**src/meter_cfg_pkg.sv**
```systemverilog
package meter_cfg_pkg;

  // bus geometry
  localparam int unsigned ADDR_W = 10;
  localparam int unsigned DATA_W = 32;

  // register indices, byte address is four times the index
  localparam logic [7:0] IDX_NOLOAD     = 8'h0e;
  localparam logic [7:0] IDX_ACCUM      = 8'h0f;
  localparam logic [7:0] IDX_GAIN       = 8'h1b;
  localparam logic [7:0] IDX_IRQ_STATUS = 8'h20;
  localparam logic [7:0] IDX_IRQ_CLEAR  = 8'h21;
  localparam logic [7:0] IDX_IRQ_ENABLE = 8'h22;

  // reset values
  localparam logic [7:0] RST_NOLOAD = 8'h00;
  localparam logic [7:0] RST_ACCUM  = 8'h00;
  localparam logic [7:0] RST_GAIN   = 8'h00;

  // writable bit masks
  localparam logic [7:0] WMASK_NOLOAD = 8'hff;
  localparam logic [7:0] WMASK_ACCUM  = 8'h7f;
  localparam logic [7:0] WMASK_GAIN   = 8'hef;

  // noload field positions
  localparam int unsigned NL_VARCMP_BIT = 7;
  localparam int unsigned NL_IRMS_BIT   = 6;
  localparam int unsigned NL_VA_LSB     = 4;
  localparam int unsigned NL_VAR_LSB    = 2;
  localparam int unsigned NL_AP_LSB     = 0;

  // accumulation field positions
  localparam int unsigned ACC_TAMPER_BIT = 7;
  localparam int unsigned ACC_FAULT_BIT  = 6;
  localparam int unsigned ACC_VARSGN_BIT = 5;
  localparam int unsigned ACC_APSGN_BIT  = 4;
  localparam int unsigned ACC_VARABS_BIT = 3;
  localparam int unsigned ACC_VARSA_BIT  = 2;
  localparam int unsigned ACC_APPOS_BIT  = 1;
  localparam int unsigned ACC_APABS_BIT  = 0;

  // gain field positions
  localparam int unsigned GAIN_V_LSB   = 5;
  localparam int unsigned GAIN_SRC_BIT = 3;
  localparam int unsigned GAIN_I_LSB   = 0;
  localparam logic [2:0]  GAIN_MAX_CODE = 3'h4;
  localparam logic [4:0]  GAIN_UNITY    = 5'h01;

  // interrupt bits
  localparam int unsigned IRQ_W     = 3;
  localparam int unsigned IRQ_AP    = 0;
  localparam int unsigned IRQ_VAR   = 1;
  localparam int unsigned IRQ_FAULT = 2;

  // thresholds in tenths of ppm of full scale
  localparam logic [15:0] TH_OFF    = 16'h0000;
  localparam logic [15:0] TH_0P030  = 16'h0bb8; // 0.030 %
  localparam logic [15:0] TH_0P015  = 16'h05dc; // 0.015 %
  localparam logic [15:0] TH_0P0075 = 16'h02ee; // 0.0075 %
  localparam logic [15:0] TH_0P0037 = 16'h0172; // 0.0037 %

  localparam logic [1:0] RESP_OKAY   = 2'h0;
  localparam logic [1:0] RESP_SLVERR = 2'h2;

  typedef logic [1:0] noload_lvl_t;
  typedef logic [2:0] gain_code_t;

  typedef struct packed {
    logic        var_freq_comp_enable;
    logic        current_rms_noload_enable;
    logic [15:0] apparent_th;
    logic [15:0] reactive_th;
    logic [15:0] active_th;
    logic [15:0] current_rms_th;
    logic [4:0]  current_gain;
    logic [4:0]  voltage_gain;
    logic        sign_detect_source;
  } meter_cfg_s;

  typedef struct packed {
    logic signed [31:0] active;
    logic signed [31:0] reactive;
  } power_s;

  // apparent and current rms scale
  function automatic logic [15:0] th_apparent(input noload_lvl_t code);
    case (code)
      2'h1:    return TH_0P030;
      2'h2:    return TH_0P015;
      2'h3:    return TH_0P0075;
      default: return TH_OFF;
    endcase
  endfunction

  // active and reactive scale
  function automatic logic [15:0] th_power(input noload_lvl_t code);
    case (code)
      2'h1:    return TH_0P015;
      2'h2:    return TH_0P0075;
      2'h3:    return TH_0P0037;
      default: return TH_OFF;
    endcase
  endfunction

  // reserved codes fall back to unity
  function automatic logic [4:0] gain_factor(input gain_code_t code);
    if (code <= GAIN_MAX_CODE) begin
      return GAIN_UNITY << code;
    end
    return GAIN_UNITY;
  endfunction

endpackage

```
**src/energy_accum_noload_gain_config.sv**
```systemverilog
// The AXI4-Lite register port was decided locally.
`timescale 1ns/1ns
module energy_accum_noload_gain_config (
  input  wire logic                             aclk,         // clock
  input  wire logic                             aresetn,      // sync reset
  input  wire logic [meter_cfg_pkg::ADDR_W-1:0] awaddr,       // write addr
  input  wire logic [2:0]                       awprot,       // unused
  input  wire logic                             awvalid,      // addr valid
  output logic                                  awready,      // addr ready
  input  wire logic [meter_cfg_pkg::DATA_W-1:0] wdata,        // write data
  input  wire logic [3:0]                       wstrb,        // byte lanes
  input  wire logic                             wvalid,       // data valid
  output logic                                  wready,       // data ready
  output logic [1:0]                            bresp,        // write resp
  output logic                                  bvalid,       // resp valid
  input  wire logic                             bready,       // resp ready
  input  wire logic [meter_cfg_pkg::ADDR_W-1:0] araddr,       // read addr
  input  wire logic [2:0]                       arprot,       // unused
  input  wire logic                             arvalid,      // addr valid
  output logic                                  arready,      // addr ready
  output logic [meter_cfg_pkg::DATA_W-1:0]      rdata,        // read data
  output logic [1:0]                            rresp,        // read resp
  output logic                                  rvalid,       // data valid
  input  wire logic                             rready,       // data ready
  input  wire meter_cfg_pkg::power_s            power_in,     // raw power
  input  wire logic                             power_in_valid, // strobe
  output meter_cfg_pkg::power_s                 power_out,    // for accum
  output logic                                  power_out_valid, // strobe
  input  wire logic                             active_power_neg, // filt
  input  wire logic                             reactive_power_neg, // filt
  input  wire logic                             energy_pulse_output, // pulse
  input  wire logic                             energy_pulse_neg, // sign
  input  wire logic                             reactive_pulse_output, // pulse
  input  wire logic                             reactive_pulse_neg, // sign
  input  wire logic                             fault_mode,   // fault level
  input  wire logic                             tamper_channel_b, // chan
  output meter_cfg_pkg::meter_cfg_s             cfg,          // settings
  output logic                                  irq           // interrupt
);

  typedef enum logic {
    WR_IDLE = 1'b0,
    WR_RESP = 1'b1
  } wr_state_e;

  typedef enum logic {
    RD_IDLE = 1'b0,
    RD_DATA = 1'b1
  } rd_state_e;

  wr_state_e                          wr_state_r;
  wr_state_e                          wr_state_nxt;
  rd_state_e                          rd_state_r;
  rd_state_e                          rd_state_nxt;
  logic                               aw_got_r;
  logic                               aw_got_nxt;
  logic                               w_got_r;
  logic                               w_got_nxt;
  logic [7:0]                         wr_idx_r;
  logic [7:0]                         wdata_r;
  logic                               wstrb_r;
  logic                               do_write;
  logic                               wr_hit;
  logic [meter_cfg_pkg::DATA_W-1:0]   rd_data_nxt;
  logic [1:0]                         rd_resp_nxt;
  logic [7:0]                         noload_r;
  logic [7:0]                         accum_r;
  logic [7:0]                         gain_r;
  logic                               tamper_r;
  logic [meter_cfg_pkg::IRQ_W-1:0]    status_r;
  logic [meter_cfg_pkg::IRQ_W-1:0]    enable_r;
  logic [meter_cfg_pkg::IRQ_W-1:0]    clear_pls;
  logic [meter_cfg_pkg::IRQ_W-1:0]    event_pls;
  logic [meter_cfg_pkg::IRQ_W-1:0]    sgn_now;
  logic [meter_cfg_pkg::IRQ_W-1:0]    sgn_upd;
  logic [meter_cfg_pkg::IRQ_W-1:0]    sgn_pol;
  logic [meter_cfg_pkg::IRQ_W-1:0]    sgn_prev_r;
  logic [meter_cfg_pkg::IRQ_W-1:0]    sgn_seen_r;
  logic                               pulse_src;

  // write channel sequencing
  always_comb begin
    aw_got_nxt   = aw_got_r | (awvalid & awready);
    w_got_nxt    = w_got_r | (wvalid & wready);
    wr_state_nxt = wr_state_r;
    if (do_write) begin
      aw_got_nxt   = 1'b0;
      w_got_nxt    = 1'b0;
      wr_state_nxt = WR_RESP;
    end else if (wr_state_r == WR_RESP && bready) begin
      wr_state_nxt = WR_IDLE;
    end
  end

  assign do_write = (wr_state_r == WR_IDLE) && aw_got_r && w_got_r;

  assign wr_hit = (wr_idx_r == meter_cfg_pkg::IDX_NOLOAD) ||
                  (wr_idx_r == meter_cfg_pkg::IDX_ACCUM) ||
                  (wr_idx_r == meter_cfg_pkg::IDX_GAIN) ||
                  (wr_idx_r == meter_cfg_pkg::IDX_IRQ_STATUS) ||
                  (wr_idx_r == meter_cfg_pkg::IDX_IRQ_CLEAR) ||
                  (wr_idx_r == meter_cfg_pkg::IDX_IRQ_ENABLE);

  // write handshake flops
  always_ff @(posedge aclk) begin
    if (!aresetn) begin
      wr_state_r <= WR_IDLE;
      aw_got_r   <= 1'b0;
      w_got_r    <= 1'b0;
      awready    <= 1'b0;
      wready     <= 1'b0;
      bvalid     <= 1'b0;
      bresp      <= meter_cfg_pkg::RESP_OKAY;
    end else begin
      wr_state_r <= wr_state_nxt;
      aw_got_r   <= aw_got_nxt;
      w_got_r    <= w_got_nxt;
      awready    <= (wr_state_nxt == WR_IDLE) && !aw_got_nxt;
      wready     <= (wr_state_nxt == WR_IDLE) && !w_got_nxt;
      if (do_write) begin
        bvalid <= 1'b1;
        bresp  <= wr_hit ? meter_cfg_pkg::RESP_OKAY
                         : meter_cfg_pkg::RESP_SLVERR;
      end else if (bvalid && bready) begin
        bvalid <= 1'b0;
      end
    end
  end

  // captured address and low data byte
  always_ff @(posedge aclk) begin
    if (!aresetn) begin
      wr_idx_r <= 8'h00;
      wdata_r  <= 8'h00;
      wstrb_r  <= 1'b0;
    end else begin
      if (awvalid && awready) begin
        wr_idx_r <= awaddr[meter_cfg_pkg::ADDR_W-1:2];
      end
      if (wvalid && wready) begin
        wdata_r <= wdata[7:0];
        wstrb_r <= wstrb[0];
      end
    end
  end

  // configuration registers
  always_ff @(posedge aclk) begin
    if (!aresetn) begin
      noload_r <= meter_cfg_pkg::RST_NOLOAD;
      accum_r  <= meter_cfg_pkg::RST_ACCUM;
      gain_r   <= meter_cfg_pkg::RST_GAIN;
      enable_r <= '0;
    end else if (do_write && wstrb_r) begin
      case (wr_idx_r)
        meter_cfg_pkg::IDX_NOLOAD: begin
          noload_r <= wdata_r & meter_cfg_pkg::WMASK_NOLOAD;
        end
        meter_cfg_pkg::IDX_ACCUM: begin
          accum_r <= wdata_r & meter_cfg_pkg::WMASK_ACCUM;
        end
        meter_cfg_pkg::IDX_GAIN: begin
          gain_r <= wdata_r & meter_cfg_pkg::WMASK_GAIN;
        end
        meter_cfg_pkg::IDX_IRQ_ENABLE: begin
          enable_r <= wdata_r[meter_cfg_pkg::IRQ_W-1:0];
        end
        default: begin
        end
      endcase
    end
  end

  always_ff @(posedge aclk) begin
    if (!aresetn) begin
      tamper_r <= 1'b0;
    end else begin
      tamper_r <= tamper_channel_b;
    end
  end

  // read data selection
  always_comb begin
    rd_data_nxt = '0;
    rd_resp_nxt = meter_cfg_pkg::RESP_OKAY;
    case (araddr[meter_cfg_pkg::ADDR_W-1:2])
      meter_cfg_pkg::IDX_NOLOAD: begin
        rd_data_nxt[7:0] = noload_r;
      end
      meter_cfg_pkg::IDX_ACCUM: begin
        rd_data_nxt[7:0] = accum_r;
        rd_data_nxt[meter_cfg_pkg::ACC_TAMPER_BIT] = tamper_r;
      end
      meter_cfg_pkg::IDX_GAIN: begin
        rd_data_nxt[7:0] = gain_r;
      end
      meter_cfg_pkg::IDX_IRQ_STATUS: begin
        rd_data_nxt[meter_cfg_pkg::IRQ_W-1:0] = status_r;
      end
      meter_cfg_pkg::IDX_IRQ_CLEAR: begin
        rd_data_nxt = '0;
      end
      meter_cfg_pkg::IDX_IRQ_ENABLE: begin
        rd_data_nxt[meter_cfg_pkg::IRQ_W-1:0] = enable_r;
      end
      default: begin
        rd_resp_nxt = meter_cfg_pkg::RESP_SLVERR;
      end
    endcase
  end

  // read channel
  always_comb begin
    rd_state_nxt = rd_state_r;
    if (rd_state_r == RD_IDLE && arvalid && arready) begin
      rd_state_nxt = RD_DATA;
    end else if (rd_state_r == RD_DATA && rready) begin
      rd_state_nxt = RD_IDLE;
    end
  end

  always_ff @(posedge aclk) begin
    if (!aresetn) begin
      rd_state_r <= RD_IDLE;
      arready    <= 1'b0;
      rvalid     <= 1'b0;
      rdata      <= '0;
      rresp      <= meter_cfg_pkg::RESP_OKAY;
    end else begin
      rd_state_r <= rd_state_nxt;
      arready    <= (rd_state_nxt == RD_IDLE);
      rvalid     <= (rd_state_nxt == RD_DATA);
      if (rd_state_r == RD_IDLE && arvalid && arready) begin
        rdata <= rd_data_nxt;
        rresp <= rd_resp_nxt;
      end
    end
  end

  assign pulse_src = gain_r[meter_cfg_pkg::GAIN_SRC_BIT];

  // per event: current sign, update strobe, trigger polarity
  always_comb begin
    sgn_now[meter_cfg_pkg::IRQ_AP]    = pulse_src ? energy_pulse_neg
                                                  : active_power_neg;
    sgn_upd[meter_cfg_pkg::IRQ_AP]    = pulse_src ? energy_pulse_output
                                                  : 1'b1;
    sgn_pol[meter_cfg_pkg::IRQ_AP]    =
      accum_r[meter_cfg_pkg::ACC_APSGN_BIT];
    sgn_now[meter_cfg_pkg::IRQ_VAR]   = pulse_src ? reactive_pulse_neg
                                                  : reactive_power_neg;
    sgn_upd[meter_cfg_pkg::IRQ_VAR]   = pulse_src ? reactive_pulse_output
                                                  : 1'b1;
    sgn_pol[meter_cfg_pkg::IRQ_VAR]   =
      accum_r[meter_cfg_pkg::ACC_VARSGN_BIT];
    sgn_now[meter_cfg_pkg::IRQ_FAULT] = fault_mode;
    sgn_upd[meter_cfg_pkg::IRQ_FAULT] = 1'b1;
    sgn_pol[meter_cfg_pkg::IRQ_FAULT] =
      accum_r[meter_cfg_pkg::ACC_FAULT_BIT];
  end

  // one edge detector per event source
  for (genvar i = 0; i < meter_cfg_pkg::IRQ_W; i++) begin : g_edge
    assign event_pls[i] = sgn_upd[i] && sgn_seen_r[i] &&
                          (sgn_prev_r[i] != sgn_now[i]) &&
                          (sgn_now[i] != sgn_pol[i]);

    always_ff @(posedge aclk) begin
      if (!aresetn) begin
        sgn_prev_r[i] <= 1'b0;
        sgn_seen_r[i] <= 1'b0;
      end else if (sgn_upd[i]) begin
        sgn_prev_r[i] <= sgn_now[i];
        sgn_seen_r[i] <= 1'b1;
      end
    end
  end

  assign clear_pls = (do_write && wstrb_r &&
                      wr_idx_r == meter_cfg_pkg::IDX_IRQ_CLEAR) ?
                     wdata_r[meter_cfg_pkg::IRQ_W-1:0] : '0;

  always_ff @(posedge aclk) begin
    if (!aresetn) begin
      status_r <= '0;
      irq      <= 1'b0;
    end else begin
      status_r <= (status_r & ~clear_pls) | event_pls;
      irq      <= |(status_r & enable_r);
    end
  end

  // accumulation sign shaping
  always_ff @(posedge aclk) begin
    if (!aresetn) begin
      power_out       <= '0;
      power_out_valid <= 1'b0;
    end else begin
      power_out_valid <= power_in_valid;
      if (power_in_valid) begin
        if (accum_r[meter_cfg_pkg::ACC_APABS_BIT] &&
            power_in.active < 0) begin
          power_out.active <= -power_in.active;
        end else if (accum_r[meter_cfg_pkg::ACC_APPOS_BIT] &&
                     !accum_r[meter_cfg_pkg::ACC_APABS_BIT] &&
                     power_in.active < 0) begin
          power_out.active <= '0;
        end else begin
          power_out.active <= power_in.active;
        end
        if (accum_r[meter_cfg_pkg::ACC_VARABS_BIT]) begin
          power_out.reactive <= (power_in.reactive < 0) ?
                                -power_in.reactive : power_in.reactive;
        end else if (accum_r[meter_cfg_pkg::ACC_VARSA_BIT] &&
                     power_in.active < 0) begin
          power_out.reactive <= -power_in.reactive;
        end else begin
          power_out.reactive <= power_in.reactive;
        end
      end
    end
  end

  // decoded settings for the datapath
  always_ff @(posedge aclk) begin
    if (!aresetn) begin
      cfg <= '0;
    end else begin
      cfg.var_freq_comp_enable <=
        !noload_r[meter_cfg_pkg::NL_VARCMP_BIT];
      cfg.current_rms_noload_enable <=
        noload_r[meter_cfg_pkg::NL_IRMS_BIT];
      cfg.current_rms_th <= noload_r[meter_cfg_pkg::NL_IRMS_BIT] ?
        meter_cfg_pkg::th_apparent(
          noload_r[meter_cfg_pkg::NL_VA_LSB +: 2]) :
        meter_cfg_pkg::TH_OFF;
      cfg.apparent_th <= meter_cfg_pkg::th_apparent(
        noload_r[meter_cfg_pkg::NL_VA_LSB +: 2]);
      cfg.reactive_th <= meter_cfg_pkg::th_power(
        noload_r[meter_cfg_pkg::NL_VAR_LSB +: 2]);
      cfg.active_th <= meter_cfg_pkg::th_power(
        noload_r[meter_cfg_pkg::NL_AP_LSB +: 2]);
      cfg.current_gain <= meter_cfg_pkg::gain_factor(
        gain_r[meter_cfg_pkg::GAIN_I_LSB +: 3]);
      cfg.voltage_gain <= meter_cfg_pkg::gain_factor(
        gain_r[meter_cfg_pkg::GAIN_V_LSB +: 3]);
      cfg.sign_detect_source <= pulse_src;
    end
  end

endmodule

```
**config.mk**
```make
export PLATFORM = sky130hd
export DESIGN_NAME = energy_accum_noload_gain_config
export DESIGN_NICKNAME = d
export VERILOG_FILES = /design/src/meter_cfg_pkg.sv /design/src/energy_accum_noload_gain_config.sv
export SDC_FILE = /design/constraint.sdc
export NUM_CORES = 1
export LEC_CHECK = 0
export BUFFER_PORTS_ARGS = -buffer_cell sky130_fd_sc_hd__buf_2
export CORE_MARGIN = 4
export CORE_UTILIZATION = 44
export DETAILED_ROUTE_END_ITERATION = 7
export GPL_TIMING_DRIVEN = 0
export PLACE_DENSITY = 0.8
export SYNTH_ARGS = -nofsm -noshare
export SYNTH_HDL_FRONTEND = slang
export SYNTH_SLANG_ARGS = --single-unit
```
**constraint.sdc**
```tcl
create_clock -name aclk -period 2.1 [get_ports aclk]
set_input_delay 0.21 -clock aclk [delete_from_list [all_inputs] [get_ports aclk]]
set_output_delay 0.21 -clock aclk [all_outputs]
set_load 0.02 [all_outputs]
```
* After elaboration in Yosys (flattened, before gate mapping)
Index checks and enable logic that the tools add are counted.
Word-level totals: register bits 215, input port bits 142, output and inout bits 184, logic and storage cells 166
Operators by class: add/subtract/negate cells 2, $lt $le $gt $ge 4, equal/unequal tests 27, shift operators 2, mux-type cells 34, bitwise logic cells 12, reduce and logical (&&, ||, !) cells 44
Operators with widths (count):
- 2-to-1 mux 32 bit | 5
- one-hot mux 11 bit (3 select lines) | 2
- < comparator 32 x 1 -> 1 bit, second input constant | 2
- negation 32 bit | 2
- == test 8 x 6 -> 1 bit, second input constant | 6
- one-hot mux 12 bit (3 select lines) | 1
- == test 8 x 4 -> 1 bit, second input constant | 4
- logical AND 1 bit | 25
- 2-to-1 mux 1 bit | 19
- == test 8 x 5 -> 1 bit, second input constant | 2
- one-hot mux 3 bit (5 select lines) | 1
- one-hot mux 5 bit (3 select lines) | 1
- AND reduction 2 bit | 7
- == test 2 bit, second input constant | 6
- 2-to-1 mux 5 bit | 2
- << shifter 1 x 3 -> 5 bit, first input constant | 2
- AND 3 bit | 2
- == test 2 x 1 -> 1 bit, second input constant | 3
- <= comparator 3 bit, second input constant | 2
- != test 1 bit | 6
- OR reduction 6 bit | 1
- logical OR 1 bit | 5
- logical NOT 1 bit | 4
- 2-to-1 mux 2 bit | 2
- 8 further kinds | 13

* Logic depth before layout (Yosys ltp)
Gate-level depths: netlist (run 1).
word-level depth 9, depth in mapped cells 10, depth with buffers taken out 9

* Worst setup path before layout (run 1)
OpenSTA, ideal clock, no wires.
path type input to register, from in power_in[6] in the netlist's numbering, to reg power_out[31] in the netlist's numbering, setup time 128 ps, arrival 1976 ps, data required time 1972 ps, slack -4 ps, cell stages on the path 10, path buffers 1, cells stage by stage or4_4 buf_6 nor3_1 nand3_1 nor2_1 ha_1 nor2_1 a211o_1 a31oi_1 nor2_1
On the way: word-level cells in the longest chain between the ends 3, elaborated cells between the ends (all ways) 5
Ends and longest elaborated chain:
- start: declaration | line energy_accum_noload_gain_config.sv:25 | input wire meter_cfg_pkg::power_s power_in,
- negation 32 bit / < comparator 32 x 1 -> 1 bit (equally long branches) | line energy_accum_noload_gain_config.sv:313, energy_accum_noload_gain_config.sv:316, energy_accum_noload_gain_config.sv:312
- 2-to-1 mux 32 bit (on tied branches) | line energy_accum_noload_gain_config.sv:314, energy_accum_noload_gain_config.sv:312
- 2-to-1 mux 32 bit (*) | line energy_accum_noload_gain_config.sv:311 | if (accum_r[meter_cfg_pkg::ACC_VARABS_BIT]) begin
- end: declaration | line energy_accum_noload_gain_config.sv:27 | output meter_cfg_pkg::power_s power_out,
Mark *: on every way between the ends. The rest lies on a longest branch, timed or not. A chain may end at the register's enable or synchronous reset.

* Worst setup path in the final report (run 1)
Ends and elaborated chain as after synthesis.

==> impl_metrics.ini, run 1 <==
[floorplanning]
row_count = 50
core_area_sq_mm = 0.01871
boundaryPins = 326
die_width_um = 145.8
die_area_sq_mm = 0.02125
die_height_um = 145.8
initial_core_util_pct = 44.66

[final_layout]
fillers = 1670
stdcell_area_sq_mm = 0.01073
area_growth_pct = 28.46
drive_above_1_share_pct = 29.68
nets = 1433
final_common_cell = buf_2
final_cell_mix = 238 x buf_2, 174 x dfxtp_1, 109 x nor2_1, 101 x nand2_1, 64 x buf_4

[detailed_routing]
drt_iter0_drc = 536
viasPerCell = 5.302
ant_nets = 0
num_vias = 8069
totalWireLength_um = 25430
wl_per_cell_um = 16.71
post-route-drc-count = 0
firstDrtPassIters = 5

[timing]
slew_headroom_pct = 52.72
timing.fmax_mhz = 506.4
setup_viol = 0
tightest_slew_ns = 0.7093
slew_viol_final = 0
hold_viol_final = 0
finalSetupTns_ns = 0
period_share_pct = 94.03
min_period_ns = 1.975
fin_skew_ns = 0.008365

[place]
gp_congestion = 0.9562
portBuffers = 238
dpl_cell_area_sq_mm = 0.01002
dpl.hpwl_um = 19530

[critical_path]
crit_fanout = 7
path_delay_family = simple AND/OR/NAND/NOR gates
critPathKind = in2reg
path_cells = buf_2, or4_4, buf_6, nor3_4, nand3_1, nor2_1, ha_1, nor2_1, a211o_1, a31oi_1, nor2_1
cp_common_cell = nor2_1
critPathMaxStageDelay_ns = 0.53
worstPathRequired_ns = 2.40
cp.arrival_ns = 2.28
cp-start-kind = input port
slowest_stage = or4_4
crit_buf_inv = 2
crit_path_end_kind = register

[yosys]
ys.flop_type = dfxtp_1
yosysWarnings = 0
synth_seq_cells = 175
ys_seq_area_share_pct = 41.94
ys_async_sr_fraction_pct = 0
ys_types = 70
synth_area_per_cell_sq_um = 8.638
synth-edff-count = 0
synth_cells = 967
syn-cell-area_sq_mm = 0.008353

[clock_network]
clk_latency_ns = 0.43
cts_made_buffers = 17
clock-root-buffer = clkbuf_16
cts_tree = built
clk_pin_slew_ns = 0.07
cts.sinks = 175
cts_htree_levels = 4
ctsLongestPathBuffers = 2

[grt]
use_met3_pct = 6.945
grt_max_degree = 19
met1_usage_pct = 27.29
globalRouteOverflowTotal = 0
grt-busiest-layer = met2
grt_pass1_wl_um = 39610
antenna_found_initial = 2
grtUsageTotal_pct = 22.94
met2_usage_pct = 38.99
grt_pass1_vias = 7652

[job]
max-cap-violations = 0

[power_and_ir_drop]
power.total_mw = 7.702
power.density_mw_per_mm2 = 717.8
vdd_drop_max_mv = 0.5481
p_leak_nw = 4.879

[status]
status = complete, no violations

[hold_path]
hp-class = in2reg
-- cells by family (layout without fill, tap and decap cells) --
logic type | after synthesis | count (layout) | share of synthesized area (%)
flops | 175 | 175 | 41.94
fa+ha+maj | 17 | 17 | 2.546
compound gates | 208 | 208 | 16.22
simple gates | 359 | 359 | 21.24
xor+xnor | 28 | 28 | 2.936
buf+inv | 130 | 403 | 9.017
other cells | 1 | 49 | 0.04489
mux | 49 | 49 | 6.052
-- flip-flops by register name (all words and copies together) (netlist names), 7 cells and up --
signal / flops
power_out: 64
cfg: 39
noload_r: 8
rdata: 8
wdata_r: 8
wr_idx_r: 8
accum_r: 7
gain_r: 7
-- timing repair --
item / 4_1_cts / 5_1_grt
gates resized for setup: 3 / 9
setup endpoints to repair: 25 / 21
pin swaps: 1 / 2
hold buffers: 4 / 0
buffers inserted: 1 / 0
hold endpoints to repair: 4 / 0
-- through the flow --
step	hold slack (ns)	worst slack [ns]	instances	util (%)
finish	0.005349	0.1254	1522	57.36
global route	0.0006200	-0.03764	1522	57.36
CTS	0.001309	0.008098	1522	57.10
detailed placement	0.4239	-0.4250	1486	53.56
global placement	0.4240	-0.4190	1486	53.56
floorplan	0.2377	0.04162	1014	-
-- final cells by class --
type,count,area [sq um],area share (%)
multi-input cells,709,4343,40.47
flip-flops and latches,175,3505,32.66
repair buffers,243,1251,11.66
plain buffers,111,681.9,6.355
clock buffers,17,425.4,3.965
well taps,234,292.8,2.729
clock inverters,15,165.2,1.539
inverters,17,63.81,0.5947
diodes,1,2.502,0.02332
-- layer usage --
layer,wire length [um],vias up
met2,12450,356
li1,-,3929
met4,550,2
met5,12,-
met3,2248,48
met1,10170,3734
-- path summary, 6_finish.rpt --
check | to | cells after the start | startpoint | slack (ns)
setup / recovery | power_out[31] | 11 | power_in[6] | 0.13
hold / removal | wr_idx_r[1] | 3 | awaddr[3] | 0.005
setup reg to reg | accum_r[2] | 5 | wr_idx_r[1] | 0.13
hold reg to reg | power_out[29] | 2 | power_out[29] | 0.45
-- power breakdown --
| group | total (mW) | switching (mW) | internal (mW) |
|---|---|---|---|
| sequential | 3.52 | 0.0772 | 3.45 |
| clock | 3.20 | 1.51 | 1.69 |
| combinational | 0.976 | 0.619 | 0.357 |
-- cell usage after synthesis, drive strengths merged (4+ instances only) --
library cell / n / area (sq um)
a211oi: 15 / 112.6
a21oi: 55 / 275.3
a22oi: 14 / 105.1
a311oi: 4 / 35.03
a31oi: 16 / 100.1
and2: 20 / 125.1
and3: 10 / 62.56
buf: 72 / 525.5
clkbuf: 39 / 146.4
dfxtp: 175 / 3503
ha: 17 / 212.7
inv: 16 / 60.05
mux2: 12 / 135.1
mux2i: 37 / 370.4
nand2: 102 / 385.4
nand2b: 10 / 62.56
nand3: 7 / 35.03
nand3b: 5 / 37.54
nand4: 7 / 43.79
nand4b: 4 / 35.03
nor2: 109 / 409.1
nor2b: 6 / 37.54
nor3: 34 / 175.2
nor3b: 4 / 30.03
nor4: 9 / 86.33
o211ai: 10 / 75.07
o21a: 4 / 30.03
o21ai: 51 / 255.3
o311ai: 6 / 52.55
o31ai: 7 / 52.55
o41ai: 8 / 92.59
or2: 6 / 37.54
or3: 9 / 62.56
or4: 9 / 76.32
xnor2: 20 / 175.2
xor2: 8 / 70.07
-- worst reg2reg max path, cell delays in order, from the launching register on --
cell	delay, ns
dfxtp_2	0.39
nand2_1	0.08
or4_4	0.47
or4_4	0.66
mux2i_1	0.19
nor2_1	0.06
(Power assumes the default switching activity.)
==> inputs of run 2 (changes only) <==
- PLACE_DENSITY: 0.8 -> not set
- PLACE_DENSITY_LB_ADDON: not set -> 0.05
==> run 2 against run 1 <==
  * Utilization decreased by 0.15 points
  * Largest cell class unchanged
  * Via count is 3.0% lower
  * Routed wire length is 2.7% lower
  * Register-to-register slack about the same
  * Power down 0.94%
  * Clock skew increased by 0.0034 ns
  * Highest routed layer unchanged
  * Clock power down 2%
  * Sequential power about the same
==> impl_metrics.ini, run 2 (same netlist as run 1, synthesis figures left out) <==
[critical_path]
r2r_cells = 5
critPathKind = in2reg
crit_fanout = 7
cp-start-kind = input port
crit_buf_inv = 2
slowest_stage = or4_4
reg2reg_to = accum_r[5]
cp.arrival_ns = 2.26
r2r_slack_ns = 0.14
path_delay_family = simple AND/OR/NAND/NOR gates
r2r-start = wr_idx_r[1]
cp_common_cell = nor2_1
worstPathRequired_ns = 2.39
crit_path_end_kind = register
path_cells = buf_2, or4_4, buf_6, nor3_4, nand3_1, nor2_1, ha_1, nor2_1, a211o_1, a31oi_1, nor2_1
critPathMaxStageDelay_ns = 0.53

[timing]
timing.fmax_mhz = 506.7
tightest_slew_ns = 0.7601
slew_viol_final = 0
fin_skew_ns = 0.01180
period_share_pct = 93.99
slew_headroom_pct = 49.32
rsz0062_at_grt = false
hold_viol_final = 0
setup_viol = 0
min_period_ns = 1.974
worst_hold_slack_ns = 0.01323

[final_layout]
final_cell_mix = 238 x buf_2, 174 x dfxtp_1, 109 x nor2_1, 101 x nand2_1, 64 x buf_4
fillers = 1812
area_growth_pct = 28.13
stdcell_area_sq_mm = 0.01070
final_core_util_pct = 57.22
largest_reg_flops = 64
nets = 1430
diodes = 0
final_cells = 1518
largestRegisters = power_out (64), cfg (39)
drive_above_1_share_pct = 29.83
regArea_sq_mm = 0.003505
largest_register = power_out
final_common_cell = buf_2
multi_input_area_sq_mm = 0.004349

[place]
gp_congestion = 0.8897
dpl.cell_count = 1486
dpl_cell_area_sq_mm = 0.01002
dpl.hpwl_um = 19000
portBuffers = 238

[job]
max-cap-violations = 0

[detailed_routing]
firstDrtPassIters = 5
ant_nets = 0
num_vias = 7824
drt_iter0_drc = 385
totalWireLength_um = 24740
post-route-drc-count = 0
wl_per_cell_um = 16.30
viasPerCell = 5.154

[hold_path]
holdPathEnd = wr_idx_r[1]
hold_start = awaddr[3]
min_path_cells = 3
hp-class = in2reg

[floorplanning]
row_count = 50
core_area_sq_mm = 0.01871
die_area_sq_mm = 0.02125
die_height_um = 145.8
die_width_um = 145.8
initial_core_util_pct = 44.66
boundaryPins = 326

[grt]
grt_pass1_wl_um = 38740
grtUsageTotal_pct = 22.38
grt_max_degree = 18
grt_pass1_vias = 7380
globalRouteOverflowTotal = 0
antenna_found_initial = 3

[status]
status = complete, no violations

[clock_network]
clock-root-buffer = clkbuf_16
clk_pin_slew_ns = 0.07
ctsLongestPathBuffers = 2
cts_htree_levels = 4
cts_made_buffers = 17
cts.sinks = 175
clk_latency_ns = 0.43
cts_tree = built

[power_and_ir_drop]
seqPwrFrac_pct = 46.2
switchingPower_mw = 2.120
comb_power_share_pct = 12.6
switching_share_pct = 27.79
intPower_mw = 5.510
p_leak_nw = 4.857
power_frac_clock_pct = 41.1
vdd_drop_max_mv = 0.5137
power.density_mw_per_mm2 = 712.9
==> run 2: repair_timing <==
item	CTS	global route
endpoints found under the hold margin	1	0
buffers inserted	1	0
endpoints found under the setup margin	26	17
pin swaps	2	1
resized for setup	7	6
hold buffers	1	0
==> run 2: stage by stage <==
step                      setup TNS, ns  setup WS [ns]  total power, mW
after global routing                  0       0.009240            7.911
after global placement           -5.204        -0.4590            4.546
after CTS                      -0.01597       -0.01197            7.688
after detailed placement         -6.057        -0.4592            4.554
after floorplan                       0        0.04162            4.167
final                                 0         0.1263            7.630
==> run 2: per-layer routing <==
| layer | global-route usage (%) | vias up | routed length (um) |
|---|---|---|---|
| met1 | 28.37 | 3620 | 10770 |
| li1 | - | 3913 | - |
| met5 | 0 | - | 28 |
| met4 | 6.410 | 6 | 241 |
| met2 | 37.71 | 261 | 11930 |
| met3 | 5.793 | 24 | 1774 |
==> run 2: worst register-to-register path: stages, from the launching register on <==
cell	delay [ns]
dfxtp_2	0.39
nand2_1	0.06
or4_4	0.47
or4_4	0.64
mux2i_1	0.20
nor2_1	0.05
==> run 2: area by class of cell <==
cell class                 instances  area share, %
multi-input combinational        709          40.64
sequential                       175          32.74
timing repair buffer             240          11.41
buffer                           111          6.371
clock buffer                      18          4.103
tap                              234          2.736
clock inverter                    14          1.403
inverter                          17         0.5962
==> run 2: worst max path at each step <==
| stage | depth (start not counted) | from | slack [ns] | to |
|---|---|---|---|---|
| floorplan | 9 | power_in[24] | 0.04 | power_out[31] |
| global placement | 11 | power_in[14] | -0.46 | power_out[31] |
| detailed placement | 11 | power_in[16] | -0.46 | power_out[31] |
| CTS | 6 | wr_idx_r[1] | -0.01 | accum_r[4] |
| global route | 6 | accum_r[3] | 0.009 | power_out[12] |
| finish | 11 | power_in[6] | 0.13 | power_out[31] |
==> run 2: power groups by stage <==
stage,combinational [mW],sequential (mW),clock (mW)
global placement,0.948,3.60,0
detailed placement,0.954,3.60,0
global route,1.05,3.54,3.32
CTS,0.961,3.53,3.20
finish,0.963,3.53,3.14
floorplan,0.458,3.71,0
==> inputs of run 3 (changes only) <==
- REMOVE_ABC_BUFFERS: not set -> 1
==> run 3 against run 2 <==
  * Power is 1.2% lower
  * Count of clock-buffer cells in the layout is 1 lower
  * Combinational power is 10% lower
  * Largest cell class unchanged
  * Highest routed layer is now met4
==> impl_metrics.ini, run 3 (same netlist as run 1, synthesis figures left out) <==
[status]
status = complete, no violations

[detailed_routing]
ant_nets = 0
viasPerCell = 5.146
wl_per_cell_um = 15.48
firstDrtPassIters = 5
drt_iter0_drc = 294
post-route-drc-count = 0
num_vias = 7317
totalWireLength_um = 22020

[grt]
globalRouteOverflowTotal = 0
grt_pass1_vias = 6775
grt_pass1_wl_um = 35060
grt_max_degree = 89
antenna_found_initial = 1
grtUsageTotal_pct = 20.10

[final_layout]
largest_register = power_out
drive_above_1_share_pct = 27.13
largest_reg_flops = 64
area_growth_pct = 21.66
nets = 1333
largestRegisters = power_out (64), cfg (39)
final_common_cell = buf_2
final_cells = 1422
final_cell_mix = 239 x buf_2, 174 x dfxtp_1, 108 x nor2_1, 99 x nand2_1, 55 x a21oi_1

[power_and_ir_drop]
vdd_drop_max_mv = 0.5355
power.density_mw_per_mm2 = 742.1
p_leak_nw = 4.489

[timing]
tightest_slew_ns = 1.082
slew_viol_final = 0
setup_ws_ns = 0.1569
hold_viol_final = 0
slew_headroom_pct = 27.74
min_period_ns = 1.943
rsz0062_at_grt = false
timing.fmax_mhz = 514.6
fin_skew_ns = 0.01249
setup_viol = 0
period_share_pct = 92.53

[hold_path]
hold_start = awaddr[3]
hp-class = in2reg

[critical_path]
crit_path_end_kind = register
cp.arrival_ns = 2.25
cp-startpoint = wr_idx_r[1]
critPathMaxStageDelay_ns = 0.65
path_cells = nand2_1, or4_4, or4_4, mux2i_1, nor2_1
cp-start-kind = register
cp_common_cell = or4_4
worstPathRequired_ns = 2.40
r2r-start = wr_idx_r[1]
crit_fanout = 7
critPathKind = reg2reg
slowest_stage = or4_4

[clock_network]
cts_made_buffers = 17
cts.sinks = 175
ctsLongestPathBuffers = 2
clk_pin_slew_ns = 0.08
cts_tree = built
clk_latency_ns = 0.43
clock-root-buffer = clkbuf_16
cts_htree_levels = 4

[place]
dpl.hpwl_um = 15480
dpl.cell_count = 1376
gp_congestion = 0.7764
place_ws_ns = -1.103
portBuffers = 240

[floorplanning]
core_area_sq_mm = 0.01871
die_height_um = 145.8
initial_core_util_pct = 44.66
die_area_sq_mm = 0.02125
row_count = 50
die_width_um = 145.8
boundaryPins = 326

[job]
max-cap-violations = 0
-- run 3: cell types whose count changed in the layout (fill, tap and decap cells not counted), sizes merged --
cell,change
bufinv,-1
clkinvlp,-1
clkbuf,-38
diode,+1
dlygate4sd1,-2
inv,+1
dlygate4sd3,+10
buf,-69
nand3b,+1
clkinv,+2
-- run 3: worst max-delay path, delay by kind of cell, from the launching register on --
kind / cells / cell delay (ns)
muxes: 1 / 0.19
and+or+nand+nor: 4 / 1.23
DFF: 1 / 0.39
-- run 3: worst paths after layout --
check	end	slack [ns]	cells after the start
min reg2reg	power_out[26]	0.44	2
max	accum_r[0]	0.16	5
min	wr_idx_r[1]	0.02	3
max reg2reg	accum_r[0]	0.16	5
-- run 3: layer usage --
layer	GRT usage (%)	vias up	wire length, um
li1	-	3727	-
met3	4.921	26	1330
met1	27.26	3349	10310
met2	31.96	215	10020
met4	5.745	0	354
met5	0	-	0
-- run 3: repair_timing --
item	CTS	global route
hold buffers	11	0
cloned	1	0
gates resized for setup	7	8
hold endpoints to repair	11	0
pin swaps	1	0
endpoints found under the setup margin	66	33
buffers inserted	1	0
-- run 3: per-stage QoR --
step | hold WS [ns] | setup TNS [ns] | total power [mW] | area, sq um | util (%)
after floorplan | 0.2377 | 0 | 4.055 | 7840 | -
after global placement | 0.4205 | -56.90 | 4.428 | 9334 | 49.90
after detailed placement | 0.4196 | -21.13 | 4.440 | 9366 | 50.07
after CTS | 0.002409 | 0 | 7.626 | 10130 | 54.13
after global routing | 0.01038 | 0 | 7.849 | 10160 | 54.33
final | 0.01789 | 0 | 7.541 | 10160 | 54.33
-- run 3: power breakdown --
group | switching [mW] | internal, mW | leakage (nW) | total, mW
clock network | 1.55 | 1.61 | 0.286 | 3.16
registers | 0.0744 | 3.45 | 1.43 | 3.52
logic | 0.564 | 0.298 | 2.77 | 0.862
total | 2.19 | 5.35 | 4.49 | 7.54
-- run 3: cell type report --
cell class | instances | area [sq um]
Antenna cell | 1 | 2.502
Fill cell | 1817 | 8543
Clock buffer | 17 | 425.4
Multi-Input combinational cell | 710 | 4339
Tap cell | 234 | 292.8
Timing Repair Buffer | 253 | 1361
Sequential cell | 175 | 3505
Clock inverter | 15 | 170.2
Inverter | 17 | 66.31
